<file path="config.mk">
export PLATFORM = sky130hd
export DESIGN_NAME = srcfmt_coder_flat
export DESIGN_NICKNAME = d
export VERILOG_FILES = /design/src/srcfmt_pkg.sv /design/src/srcfmt_link_if.sv /design/src/srcfmt_coder.sv /design/src/flat_wrapper.sv
export SDC_FILE = /design/constraint.sdc
export NUM_CORES = 1
export LEC_CHECK = 0
export ABC_AREA = 1
export BUFFER_PORTS_ARGS = -buffer_cell sky130_fd_sc_hd__clkbuf_2
export CAP_MARGIN = 20
export CORE_MARGIN = 2
export CORE_UTILIZATION = 68
export CTS_BUF_LIST = sky130_fd_sc_hd__clkbuf_4 sky130_fd_sc_hd__clkbuf_8
export CTS_CLUSTER_SIZE = 28
export DETAILED_ROUTE_END_ITERATION = 10
export MAX_ROUTING_LAYER = met4
export PLACE_DENSITY = 0.88
export SLEW_MARGIN = 20
export SYNTH_ARGS = -nofsm -noshare
export SYNTH_HDL_FRONTEND = slang
export SYNTH_SLANG_ARGS = --single-unit
</file>
<file path="constraint.sdc">
create_clock -name CORE_CLK_IN -period 33.7 [get_ports CORE_CLK_IN]
set_input_delay 3.37 -clock CORE_CLK_IN [delete_from_list [all_inputs] [get_ports CORE_CLK_IN]]
set_output_delay 3.37 -clock CORE_CLK_IN [all_outputs]
set_load 0.01 [all_outputs]
</file>
<file path="src/srcfmt_pkg.sv">
package srcfmt_pkg;
  // ----------------------------------------
  // Timing and picture clock
  // ----------------------------------------
  localparam int CLK_HZ = 10000000;
  localparam int RATE_BASE = 1800000;
  localparam logic [6:0] DEF_DIV = 7'h3c;
  localparam logic [6:0] DIV_MAX = 7'h7f;
  localparam logic [9:0] CONV_LO = 10'h3e8;
  localparam logic [9:0] CONV_HI = 10'h3e9;
  // ----------------------------------------
  // Picture sizes
  // ----------------------------------------
  localparam logic [11:0] DIM_MIN = 12'h004;
  localparam logic [11:0] HEIGHT_MAX = 12'h480;
  localparam logic [11:0] WIDTH_MAX = 12'h800;
  localparam logic [11:0] ALIGN_MASK = 12'h00f;
  localparam logic [2:0] FMT_SMALLEST = 3'h1;
  localparam logic [2:0] FMT_QUARTER = 3'h2;
  localparam logic [2:0] FMT_COMMON = 3'h3;
  localparam logic [2:0] FMT_FOUR = 3'h4;
  localparam logic [2:0] FMT_SIXTEEN = 3'h5;
  // ----------------------------------------
  // Pixel aspect codes
  // ----------------------------------------
  localparam logic [2:0] PAR_SQUARE = 3'h1;
  localparam logic [2:0] PAR_12_11 = 3'h2;
  localparam logic [2:0] PAR_10_11 = 3'h3;
  localparam logic [2:0] PAR_16_11 = 3'h4;
  localparam logic [2:0] PAR_40_33 = 3'h5;
  localparam logic [2:0] PAR_FREE = 3'h7;
  // ----------------------------------------
  // Sample levels
  // ----------------------------------------
  localparam logic [7:0] LVL_BLACK = 8'h10;
  localparam logic [7:0] LVL_WHITE = 8'heb;
  localparam logic [7:0] LVL_ZERO_C = 8'h80;
  localparam logic [7:0] LVL_PEAK_C = 8'hf0;
  localparam logic [7:0] SAMPLE_LO = 8'h01;
  localparam logic [7:0] SAMPLE_HI = 8'hfe;
  // ----------------------------------------
  // Register offsets and fields
  // ----------------------------------------
  localparam logic [7:0] REG_CTRL = 8'h00;
  localparam logic [7:0] REG_SIZE = 8'h04;
  localparam logic [7:0] REG_CLOCK = 8'h08;
  localparam logic [7:0] REG_STATUS = 8'h0c;
  localparam logic [7:0] REG_PAD = 8'h10;
  localparam logic [7:0] REG_CHROMA = 8'h14;
  localparam logic [7:0] REG_LEVELS = 8'h18;
  localparam logic [7:0] REG_IRQ_STAT = 8'h1c;
  localparam logic [7:0] REG_IRQ_MASK = 8'h20;
  localparam logic [7:0] REG_FREE_PAR = 8'h24;
  localparam int CTRL_START = 0;
  localparam int CTRL_CUST_FMT = 1;
  localparam int CTRL_CUST_CLK = 2;
  localparam int CTRL_CONV1001 = 3;
  localparam int CTRL_BIDIR = 4;
  localparam int CTRL_SLICE = 5;
  localparam int CTRL_FMT_LSB = 8;
  localparam int CTRL_PAR_LSB = 12;
  localparam logic [15:0] CTRL_RESET = 16'h0200;
  localparam int IRQ_PIC = 0;
  localparam int IRQ_REFRESH = 1;
  localparam int IRQ_CFG = 2;
  localparam int IRQ_W = 3;
endpackage : srcfmt_pkg

</file>
<file path="src/srcfmt_link_if.sv">
interface srcfmt_link_if;
  logic refresh_cmd;
  logic [4:0] refresh_rows;
  logic nonempty_only;
  logic [7:0] min_skip;
  logic par_agreed;
  logic clk_agreed;
  logic src_tick;
  logic pic_valid;
  logic pic_bidir_b;
  logic [4:0] pic_self_contained_coding_rows;
  logic [11:0] luma_width;
  logic [11:0] luma_height;
  logic [6:0] clk_divisor;
  logic clk_conv1001;

  modport coder (
    input refresh_cmd, refresh_rows, nonempty_only, min_skip, par_agreed, clk_agreed,
    output src_tick, pic_valid, pic_bidir_b, pic_self_contained_coding_rows, luma_width, luma_height,
    output clk_divisor, clk_conv1001
  );
  modport remote (
    output refresh_cmd, refresh_rows, nonempty_only, min_skip, par_agreed, clk_agreed,
    input src_tick, pic_valid, pic_bidir_b, pic_self_contained_coding_rows, luma_width, luma_height,
    input clk_divisor, clk_conv1001
  );
endinterface : srcfmt_link_if

</file>
<file path="src/srcfmt_coder.sv">
// Function
// [RULE1] Default progressive rate is 30000/1001 Hz
// [RULE2] Custom rate 1800000 over divisor times factor
// [RULE3] Samples 1 to 254 pass correctly
// [RULE4] Nominal black, white, colour levels known
// [RULE5] Chroma planes half width, half height
// [RULE6] Five standard luma sizes fixed
// [RULE7] Custom height multiple of four, 4..1152
// [RULE8] Custom width multiple of four, 4..2048
// [RULE9] Pad to multiple of 16, crop display
// [RULE10] Standard formats use 12:11 aspect
// [RULE11] Custom aspect codes need prior agreement
// [RULE12] Default rate always supported, custom optional
// [RULE13] Decoder supports smallest and quarter formats
// [RULE14] Encoder supports smallest or quarter format
// [RULE15] Skip agreed minimum pictures between sends
// [RULE16] Bidirectional pair counts as two pictures
// [RULE17] Refresh command makes rows self-contained
// [RULE18] Suppress empty headers when commanded, no slices
// [RULE19] Bad configuration flagged, start refused
module srcfmt_coder #(
  parameter int RATE_STEP = srcfmt_pkg::RATE_BASE
) (
  input wire logic CORE_CLK_IN,
  input wire logic SYS_RST_IN,
  input wire logic PSEL_IN,
  input wire logic PENABLE_IN,
  input wire logic PWRITE_IN,
  input wire logic [7:0] PADDR_IN,
  input wire logic [31:0] PWDATA_IN,
  output logic [31:0] PRDATA_OUT,
  output logic PREADY_OUT,
  output logic PSLVERR_OUT,
  output logic IRQ_OUT,
  srcfmt_link_if.coder LINK,
  input wire logic [7:0] PIX_IN,
  output logic [7:0] PIX_OUT,
  input wire logic [11:0] DISP_X_IN,
  input wire logic [11:0] DISP_Y_IN,
  output logic DISP_KEEP_OUT,
  output logic SUPPRESS_EMPTY_OUT,
  output logic COARSE_Q_OUT
);
  import srcfmt_pkg::*;

  typedef enum logic {ST_IDLE, ST_RUN} run_type;

  typedef struct packed {
    run_type run;
    logic [15:0] ctrl;
    logic [11:0] cust_w;
    logic [11:0] cust_h;
    logic [6:0] div;
    logic [7:0] par_m;
    logic [7:0] par_n;
    logic [IRQ_W-1:0] irq_mask;
    logic [IRQ_W-1:0] irq_stat;
    logic cfg_err;
    logic [47:0] acc;
    logic [7:0] skip_cnt;
    logic pair_b;
    logic refresh_pend;
    logic [4:0] refresh_rows;
    logic tick;
    logic pic_valid;
    logic pic_b;
    logic [4:0] pic_rows;
    logic coarse_q;
    logic [31:0] prdata;
    logic pslverr;
    logic [7:0] pix;
    logic keep;
  } coder_state_type;

  coder_state_type state;
  coder_state_type next_state;
  logic [11:0] width;
  logic [11:0] height;
  logic [11:0] pad_w;
  logic [11:0] pad_h;
  logic [2:0] fmt;
  logic [2:0] par;
  logic fmt_ok;
  logic bad;
  logic [6:0] div_eff;
  logic [9:0] conv_eff;
  logic [47:0] period;
  logic [47:0] acc_sum;
  logic setup;
  logic access;
  logic mapped;
  logic [31:0] rd;
  logic [IRQ_W-1:0] events;
  logic send;

  // ----------------------------------------
  // Picture format and checks
  // ----------------------------------------
  always_comb begin
    fmt = state.ctrl[CTRL_FMT_LSB +: 3];
    par = state.ctrl[CTRL_PAR_LSB +: 3];
    fmt_ok = 1'b1;
    // [RULE6] standard luma sizes
    case (fmt)
      FMT_SMALLEST: {width, height} = {12'h080, 12'h060};
      FMT_QUARTER: {width, height} = {12'h0b0, 12'h090};
      FMT_COMMON: {width, height} = {12'h160, 12'h120};
      FMT_FOUR: {width, height} = {12'h2c0, 12'h240};
      FMT_SIXTEEN: {width, height} = {12'h580, 12'h480};
      default: {width, height, fmt_ok} = {12'h080, 12'h060, 1'b0};
    endcase
    if (state.ctrl[CTRL_CUST_FMT]) {width, height, fmt_ok} = {state.cust_w, state.cust_h, 1'b1};
    // [RULE9] next multiple of 16
    pad_w = (width + ALIGN_MASK) & ~ALIGN_MASK;
    pad_h = (height + ALIGN_MASK) & ~ALIGN_MASK;
    // [RULE19] configuration error
    bad = !fmt_ok;
    if (state.ctrl[CTRL_CUST_FMT]) begin
      // [RULE7] custom height limits
      bad = bad || (height < DIM_MIN) || (height > HEIGHT_MAX) || (height[1:0] != 2'h0);
      // [RULE8] custom width limits
      bad = bad || (width < DIM_MIN) || (width > WIDTH_MAX) || (width[1:0] != 2'h0);
      // [RULE11] aspect only after agreement
      if (par != PAR_12_11)
        bad = bad || !LINK.par_agreed ||
              !(par inside {PAR_SQUARE, PAR_10_11, PAR_16_11, PAR_40_33, PAR_FREE});
      if (par == PAR_FREE)
        bad = bad || state.par_m == 8'h00 || state.par_n == 8'h00 ||
              (!state.par_m[0] && !state.par_n[0]);
    end else begin
      // [RULE10] standard uses 12:11
      bad = bad || (par != PAR_12_11);
    end
    // [RULE2] custom clock limits
    if (state.ctrl[CTRL_CUST_CLK]) bad = bad || !LINK.clk_agreed || state.div == 7'h00 || state.div > DIV_MAX;
  end

  // ----------------------------------------
  // Picture clock
  // ----------------------------------------
  always_comb begin
    // [RULE1] default 30000/1001 rate
    div_eff = DEF_DIV;
    conv_eff = CONV_HI;
    // [RULE12] custom rate optional
    if (state.ctrl[CTRL_CUST_CLK]) begin
      div_eff = state.div;
      conv_eff = state.ctrl[CTRL_CONV1001] ? CONV_HI : CONV_LO;
    end
    // [RULE2] period in rate-step units
    period = 48'(div_eff) * 48'(conv_eff) * 48'(CLK_HZ);
    acc_sum = state.acc + 48'(RATE_STEP);
  end

  // ----------------------------------------
  // Register bus decode
  // ----------------------------------------
  assign setup = PSEL_IN && !PENABLE_IN;
  assign access = PSEL_IN && PENABLE_IN;

  always_comb begin
    mapped = 1'b1;
    rd = 32'h0000_0000;
    case (PADDR_IN)
      REG_CTRL: rd = 32'(state.ctrl);
      REG_SIZE: rd = {4'h0, state.cust_h, 4'h0, state.cust_w};
      REG_CLOCK: rd = 32'(state.div);
      REG_STATUS: rd = {16'h0000, state.skip_cnt, 4'h0, state.refresh_pend,
                        SUPPRESS_EMPTY_OUT, state.cfg_err, state.run == ST_RUN};
      REG_PAD: rd = {4'h0, pad_h, 4'h0, pad_w};
      // [RULE5] chroma half size
      REG_CHROMA: rd = {5'h00, pad_h[11:1], 5'h00, pad_w[11:1]};
      // [RULE4] nominal levels
      REG_LEVELS: rd = {LVL_PEAK_C, LVL_ZERO_C, LVL_WHITE, LVL_BLACK};
      REG_IRQ_STAT: rd = 32'(state.irq_stat);
      REG_IRQ_MASK: rd = 32'(state.irq_mask);
      REG_FREE_PAR: rd = {16'h0000, state.par_n, state.par_m};
      default: mapped = 1'b0;
    endcase
  end

  // ----------------------------------------
  // Next state
  // ----------------------------------------
  always_comb begin
    next_state = state;
    events = '0;
    send = 1'b0;
    next_state.cfg_err = bad;
    if (setup) begin
      next_state.prdata = PWRITE_IN ? 32'h0000_0000 : rd;
      next_state.pslverr = !mapped;
    end
    if (access && PWRITE_IN) begin
      case (PADDR_IN)
        REG_CTRL: next_state.ctrl = PWDATA_IN[15:0];
        REG_SIZE: {next_state.cust_h, next_state.cust_w} = {PWDATA_IN[27:16], PWDATA_IN[11:0]};
        REG_CLOCK: next_state.div = PWDATA_IN[6:0];
        REG_IRQ_MASK: next_state.irq_mask = PWDATA_IN[IRQ_W-1:0];
        REG_FREE_PAR: {next_state.par_n, next_state.par_m} = PWDATA_IN[15:0];
        default: ;
      endcase
    end
    // [RULE19] start refused on error
    case (state.run)
      ST_IDLE: begin
        next_state.acc = 48'h0;
        next_state.skip_cnt = 8'hff;
        next_state.pair_b = 1'b0;
        events[IRQ_CFG] = state.ctrl[CTRL_START] && bad;
        if (state.ctrl[CTRL_START] && !bad) next_state.run = ST_RUN;
      end
      ST_RUN: if (!state.ctrl[CTRL_START] || bad) next_state.run = ST_IDLE;
      default: next_state.run = ST_IDLE;
    endcase
    next_state.tick = 1'b0;
    next_state.pic_valid = 1'b0;
    if (state.run == ST_RUN) begin
      next_state.acc = acc_sum;
      if (acc_sum >= period) begin
        // Drop backlog when period shrinks
        next_state.acc = (acc_sum - period >= period) ? 48'h0 : acc_sum - period;
        next_state.tick = 1'b1;
        // [RULE15] enforce minimum skip
        send = state.skip_cnt >= LINK.min_skip;
        next_state.skip_cnt = send ? 8'h00 :
                              (state.skip_cnt == 8'hff ? 8'hff : state.skip_cnt + 8'h01);
      end
    end
    if (send) begin
      next_state.pic_valid = 1'b1;
      // [RULE16] pair halves counted apart
      next_state.pic_b = state.ctrl[CTRL_BIDIR] && !state.pair_b;
      next_state.pair_b = next_state.pic_b;
      // [RULE17] self-contained rows, coarse q
      next_state.pic_rows = state.refresh_pend ? state.refresh_rows : 5'h00;
      next_state.coarse_q = state.refresh_pend;
      next_state.refresh_pend = 1'b0;
      events[IRQ_PIC] = 1'b1;
    end
    // [RULE17] latch refresh command
    if (LINK.refresh_cmd) begin
      next_state.refresh_pend = 1'b1;
      next_state.refresh_rows = (LINK.refresh_rows == 5'h00) ? 5'h01 : LINK.refresh_rows;
      events[IRQ_REFRESH] = 1'b1;
    end
    next_state.irq_stat = ((access && !PWRITE_IN && PADDR_IN == REG_IRQ_STAT) ? '0 : state.irq_stat) | events;
    // [RULE3] clamp samples to 1..254
    next_state.pix = (PIX_IN < SAMPLE_LO) ? SAMPLE_LO : ((PIX_IN > SAMPLE_HI) ? SAMPLE_HI : PIX_IN);
    // [RULE9] crop padded area on display
    next_state.keep = (DISP_X_IN < width) && (DISP_Y_IN < height);
  end

  always_ff @(posedge CORE_CLK_IN) begin
    if (SYS_RST_IN) begin
      state <= '0;
      state.ctrl <= CTRL_RESET;
      state.skip_cnt <= 8'hff;
    end else begin
      state <= next_state;
    end
  end

  // ----------------------------------------
  // Outputs
  // ----------------------------------------
  assign PRDATA_OUT = state.prdata;
  assign PREADY_OUT = 1'b1;
  assign PSLVERR_OUT = state.pslverr && access;
  assign IRQ_OUT = |(state.irq_stat & state.irq_mask);
  // [RULE18] suppress empty headers
  assign SUPPRESS_EMPTY_OUT = LINK.nonempty_only && !state.ctrl[CTRL_SLICE];
  assign COARSE_Q_OUT = state.coarse_q;
  assign PIX_OUT = state.pix;
  assign DISP_KEEP_OUT = state.keep;
  assign LINK.src_tick = state.tick;
  assign LINK.pic_valid = state.pic_valid;
  assign LINK.pic_bidir_b = state.pic_b;
  assign LINK.pic_self_contained_coding_rows = state.pic_rows;
  // [RULE13] sizes sent to decoder
  assign LINK.luma_width = width;
  assign LINK.luma_height = height;
  assign LINK.clk_divisor = div_eff;
  assign LINK.clk_conv1001 = conv_eff == CONV_HI;
  // [RULE14] quarter format is reset choice
endmodule : srcfmt_coder

</file>
<file path="src/flat_wrapper.sv">
// flat-port wrapper written by rule: the top's interface ports become plain ports
module srcfmt_coder_flat import srcfmt_pkg::*;
#(
  parameter int RATE_STEP = srcfmt_pkg::RATE_BASE
)
  (CORE_CLK_IN, SYS_RST_IN, PSEL_IN, PENABLE_IN, PWRITE_IN, PADDR_IN, PWDATA_IN, PRDATA_OUT, PREADY_OUT, PSLVERR_OUT, IRQ_OUT, PIX_IN, PIX_OUT, DISP_X_IN, DISP_Y_IN, DISP_KEEP_OUT, SUPPRESS_EMPTY_OUT, COARSE_Q_OUT, LINK_refresh_cmd, LINK_refresh_rows, LINK_nonempty_only, LINK_min_skip, LINK_par_agreed, LINK_clk_agreed, LINK_src_tick, LINK_pic_valid, LINK_pic_bidir_b, LINK_pic_self_contained_coding_rows, LINK_luma_width, LINK_luma_height, LINK_clk_divisor, LINK_clk_conv1001);
  srcfmt_link_if LINK_i ();
  input wire logic CORE_CLK_IN;
  input wire logic SYS_RST_IN;
  input wire logic PSEL_IN;
  input wire logic PENABLE_IN;
  input wire logic PWRITE_IN;
  input wire logic [7:0] PADDR_IN;
  input wire logic [31:0] PWDATA_IN;
  output logic [31:0] PRDATA_OUT;
  output logic PREADY_OUT;
  output logic PSLVERR_OUT;
  output logic IRQ_OUT;
  input wire logic [7:0] PIX_IN;
  output logic [7:0] PIX_OUT;
  input wire logic [11:0] DISP_X_IN;
  input wire logic [11:0] DISP_Y_IN;
  output logic DISP_KEEP_OUT;
  output logic SUPPRESS_EMPTY_OUT;
  output logic COARSE_Q_OUT;
  input wire logic [$bits(LINK_i.refresh_cmd)-1:0] LINK_refresh_cmd;
  input wire logic [$bits(LINK_i.refresh_rows)-1:0] LINK_refresh_rows;
  input wire logic [$bits(LINK_i.nonempty_only)-1:0] LINK_nonempty_only;
  input wire logic [$bits(LINK_i.min_skip)-1:0] LINK_min_skip;
  input wire logic [$bits(LINK_i.par_agreed)-1:0] LINK_par_agreed;
  input wire logic [$bits(LINK_i.clk_agreed)-1:0] LINK_clk_agreed;
  output wire logic [$bits(LINK_i.src_tick)-1:0] LINK_src_tick;
  output wire logic [$bits(LINK_i.pic_valid)-1:0] LINK_pic_valid;
  output wire logic [$bits(LINK_i.pic_bidir_b)-1:0] LINK_pic_bidir_b;
  output wire logic [$bits(LINK_i.pic_self_contained_coding_rows)-1:0] LINK_pic_self_contained_coding_rows;
  output wire logic [$bits(LINK_i.luma_width)-1:0] LINK_luma_width;
  output wire logic [$bits(LINK_i.luma_height)-1:0] LINK_luma_height;
  output wire logic [$bits(LINK_i.clk_divisor)-1:0] LINK_clk_divisor;
  output wire logic [$bits(LINK_i.clk_conv1001)-1:0] LINK_clk_conv1001;
  assign LINK_i.refresh_cmd = LINK_refresh_cmd;
  assign LINK_i.refresh_rows = LINK_refresh_rows;
  assign LINK_i.nonempty_only = LINK_nonempty_only;
  assign LINK_i.min_skip = LINK_min_skip;
  assign LINK_i.par_agreed = LINK_par_agreed;
  assign LINK_i.clk_agreed = LINK_clk_agreed;
  assign LINK_src_tick = LINK_i.src_tick;
  assign LINK_pic_valid = LINK_i.pic_valid;
  assign LINK_pic_bidir_b = LINK_i.pic_bidir_b;
  assign LINK_pic_self_contained_coding_rows = LINK_i.pic_self_contained_coding_rows;
  assign LINK_luma_width = LINK_i.luma_width;
  assign LINK_luma_height = LINK_i.luma_height;
  assign LINK_clk_divisor = LINK_i.clk_divisor;
  assign LINK_clk_conv1001 = LINK_i.clk_conv1001;
  srcfmt_coder #(.RATE_STEP(RATE_STEP)) u_core (.CORE_CLK_IN(CORE_CLK_IN), .SYS_RST_IN(SYS_RST_IN), .PSEL_IN(PSEL_IN), .PENABLE_IN(PENABLE_IN), .PWRITE_IN(PWRITE_IN), .PADDR_IN(PADDR_IN), .PWDATA_IN(PWDATA_IN), .PRDATA_OUT(PRDATA_OUT), .PREADY_OUT(PREADY_OUT), .PSLVERR_OUT(PSLVERR_OUT), .IRQ_OUT(IRQ_OUT), .LINK(LINK_i), .PIX_IN(PIX_IN), .PIX_OUT(PIX_OUT), .DISP_X_IN(DISP_X_IN), .DISP_Y_IN(DISP_Y_IN), .DISP_KEEP_OUT(DISP_KEEP_OUT), .SUPPRESS_EMPTY_OUT(SUPPRESS_EMPTY_OUT), .COARSE_Q_OUT(COARSE_Q_OUT));
endmodule
</file>
==> metrics.yaml <==
outcome: "finished, final reports clean"
synth_area_leaders: "dfxtp_1 18%, ha_1 18%, nand2_1 12%"
start_kind: "flop"
synth_most_common_cell: "nand2_1"
synth_commonest_cells: "672 x nand2_1, 540 x inv_1, 290 x ha_1"
cts_resized: 0
overflow: 0
fin_nets: 3587
finalInstanceArea_mm2: 0.0219
drt_first_pass_iters: 7
syn_area_per_cell_um2: 6.87
drt_iter0_drc: 1780
crit_top_cell: "inv_1"
cts_sinks: 182
die_area_mm2: 0.0317
initial_core_util_pct: 69.3
grt_pass1_wl_um: 100000
grt_pass1_vias: 20200
rows: 63
netlist.area_leader.share_pct: 17.7
ys_ff_latch: 182
power.internal_w: 0.000410
endpoint_kind: "flop"
hold_viol: 0
numPortBuffers: 174
swShare_pct: 45.5
drc_errors: 0
ant_nets: 0
antennaDiodeCount: 0
slew_headroom_pct: 31.2
core_area_mm2: 0.0297
drive_above_1_share_pct: 9.86
p_leak_nw: 11.5
clock-root-buffer: "clkbuf_8"
die_w_um: 178
critical_path_class: "reg2reg"
dpl.hpwl_um: 52400
power_frac_seq_pct: 28.9
cts_setup_buffers: 0
ys.flop_type: "dfxtp_1"
grt_max_degree: 64
worstPathArrival_ns: 14.86
busiest_layer: "met2"
cts_hold_buf: 0
cp_slowest_cell: "nor2_1"
combPwrFrac_pct: 50.6
min_period_ns: 14.48
worst_pin_slew_ns: 1.03
synth_edf_count: 0
gp_congestion: 0.964
syn_area_mm2: 0.0206
synth_top_area_cell: "dfxtp_1"
fin_setup_tns_ns: 0
cts.htree.levels: 4
met2_usage_pct: 70.8
p_clk_share_pct: 20.5
antenna_found_initial: 0
max_freq_ghz: 0.0690
clkLatencyLatePin_ns: 0.52
grt.total_usage_pct: 41.5
cts_buffer_depth: 2
power.switching_w: 0.000343
cts_tree: "yes"
yosys.cell_types.count: 59
syn-instance-count: 2998
wl_per_cell_um: 18.0
via_per_inst: 5.82
crit_fanout: 37
slew_violations: 0
max_cap_viol_count: 0
rsz0062_at_grt: "false"
fin_crit_sh_pct: 43.0
fp.dieH_um: 178
critPathRequiredTime_ns: 34.07
peakVddDrop_mv: 0.0329
ys_warn_count: 0
p_per_area_mw_per_mm2: 34.4
critPathMaxStageDelay_ns: 0.88
setup_viol: 0
met3_usage_pct: 6.95
drt_wl_total_um: 63100
async_flop_share_pct: 0
place_area_mm2: 0.0215
hp-class: "reg2reg"
finClkSkew_ns: 0.0217
cts_buffers: 17
ys_seq_area_share_pct: 17.7
via_count: 20500
area_growth_pct: 6.32
io_pins: 180
use_met1_pct: 46.2
path_clk_slew_ns: 0.11
-- kinds of logic after synthesis --
family / Yosys count / synth area share, %
fa+ha+maj: 382 / 26.6
xor+xnor: 104 / 4.42
other cells: 2 / 0.0365
mux: 3 / 0.146
simple gates: 1212 / 25.5
compound gates: 462 / 12.8
buf+inv: 651 / 12.9
flops: 182 / 17.7
-- cell type report --
class / instances / area, µm²
clock buffer: 18 / 241
inverter: 555 / 2080
multi-input combinational: 2171 / 14300
sequential: 182 / 3640
fill: 2390 / 7820
tap: 390 / 488
clock inverter: 14 / 166
timing repair buffer: 184 / 946
-- cell usage in the layout, fill, tap and decap left out, types with 11 or more instances in the layout --
master,netlist,routed
ha_1,290,290
xor2_1,71,71
nand2_2,20,20
a211oi_1,20,20
nand4_1,47,47
o21a_1,13,13
o211ai_1,11,11
nand2_1,672,672
clkbuf_2,0,174
inv_1,540,540
clkbuf_8,0,17
nor3_1,47,47
nor4_1,11,11
nor2_4,17,17
nor2_2,24,26
o21ai_0,121,120
inv_2,12,12
xnor2_1,33,33
fa_1,92,92
nand3_1,102,102
dfxtp_1,182,182
a21oi_1,211,211
a31oi_1,15,15
nor2_1,245,243
-- path summary, 6_finish.rpt --
check | from | to | slack (ns) | depth (start not counted)
setup / recovery | u_core.state[170] | u_core.state[60] | 19.22 | 54
hold / removal | u_core.state[56] | u_core.state[56] | 0.47 | 2
setup reg to reg | u_core.state[170] | u_core.state[60] | 19.22 | 54
hold reg to reg | u_core.state[56] | u_core.state[56] | 0.47 | 2
-- registers in the layout, summed over array words and instances (netlist names) --
register	cells
u_core.LINK.pic_valid	1
u_core.par	3
u_core.LINK.src_tick	1
u_core.COARSE_Q_OUT	1
u_core.PRDATA_OUT	29
u_core.LINK.pic_bidir_b	1
u_core.DISP_KEEP_OUT	1
u_core.LINK.pic_self_contained_coding_rows	5
u_core.PIX_OUT	8
u_core.state	129
u_core.fmt	3
-- power by group through the flow --
| stage | Sequential (W) | Combinational (W) | Clock, W |
|---|---|---|---|
| final | 0.000218 | 0.000381 | 0.000155 |
| after global routing | 0.000218 | 0.000430 | 0.000161 |
| after CTS | 0.000218 | 0.000377 | 0.000154 |
| after detailed placement | 0.000223 | 0.000374 | 0 |
| after global placement | 0.000222 | 0.000365 | 0 |
| after floorplan | 0.000222 | 0.000278 | 0 |
-- metrics by stage --
step	utilization, %	setup slack, ns	hold WS, ns	power [W]	instances
6_report	73.7	19.22	0.469	0.000753	3514
5_1_grt	73.7	18.33	0.488	0.000809	3514
4_1_cts	73.7	19.50	0.471	0.000748	3514
3_5_place_dp	72.3	19.60	0.456	0.000596	3482
3_3_place_gp	72.3	20.04	0.444	0.000587	3482
2_1_floorplan	-	22.16	0.435	0.000500	3004
-- routing by layer --
metal,vias up,part of all wire [%]
met1,9335,39
met4,0,5.7
met5,-,0
met3,265,7.6
li1,9833,-
met2,1026,48
-- worst max-delay path, delay by kind of cell (launching register included) --
kind / cells / cell delay, ns
AO/OA/AOI/OAI: 8 / 1.33
XOR/XNOR: 2 / 0.91
adder cells (fa/ha/maj): 13 / 5.65
buffers and inverters: 14 / 2.30
flip-flops: 1 / 0.49
AND/OR/NAND/NOR: 17 / 3.62
No activity file was read; power rests on OpenSTA's default activity.
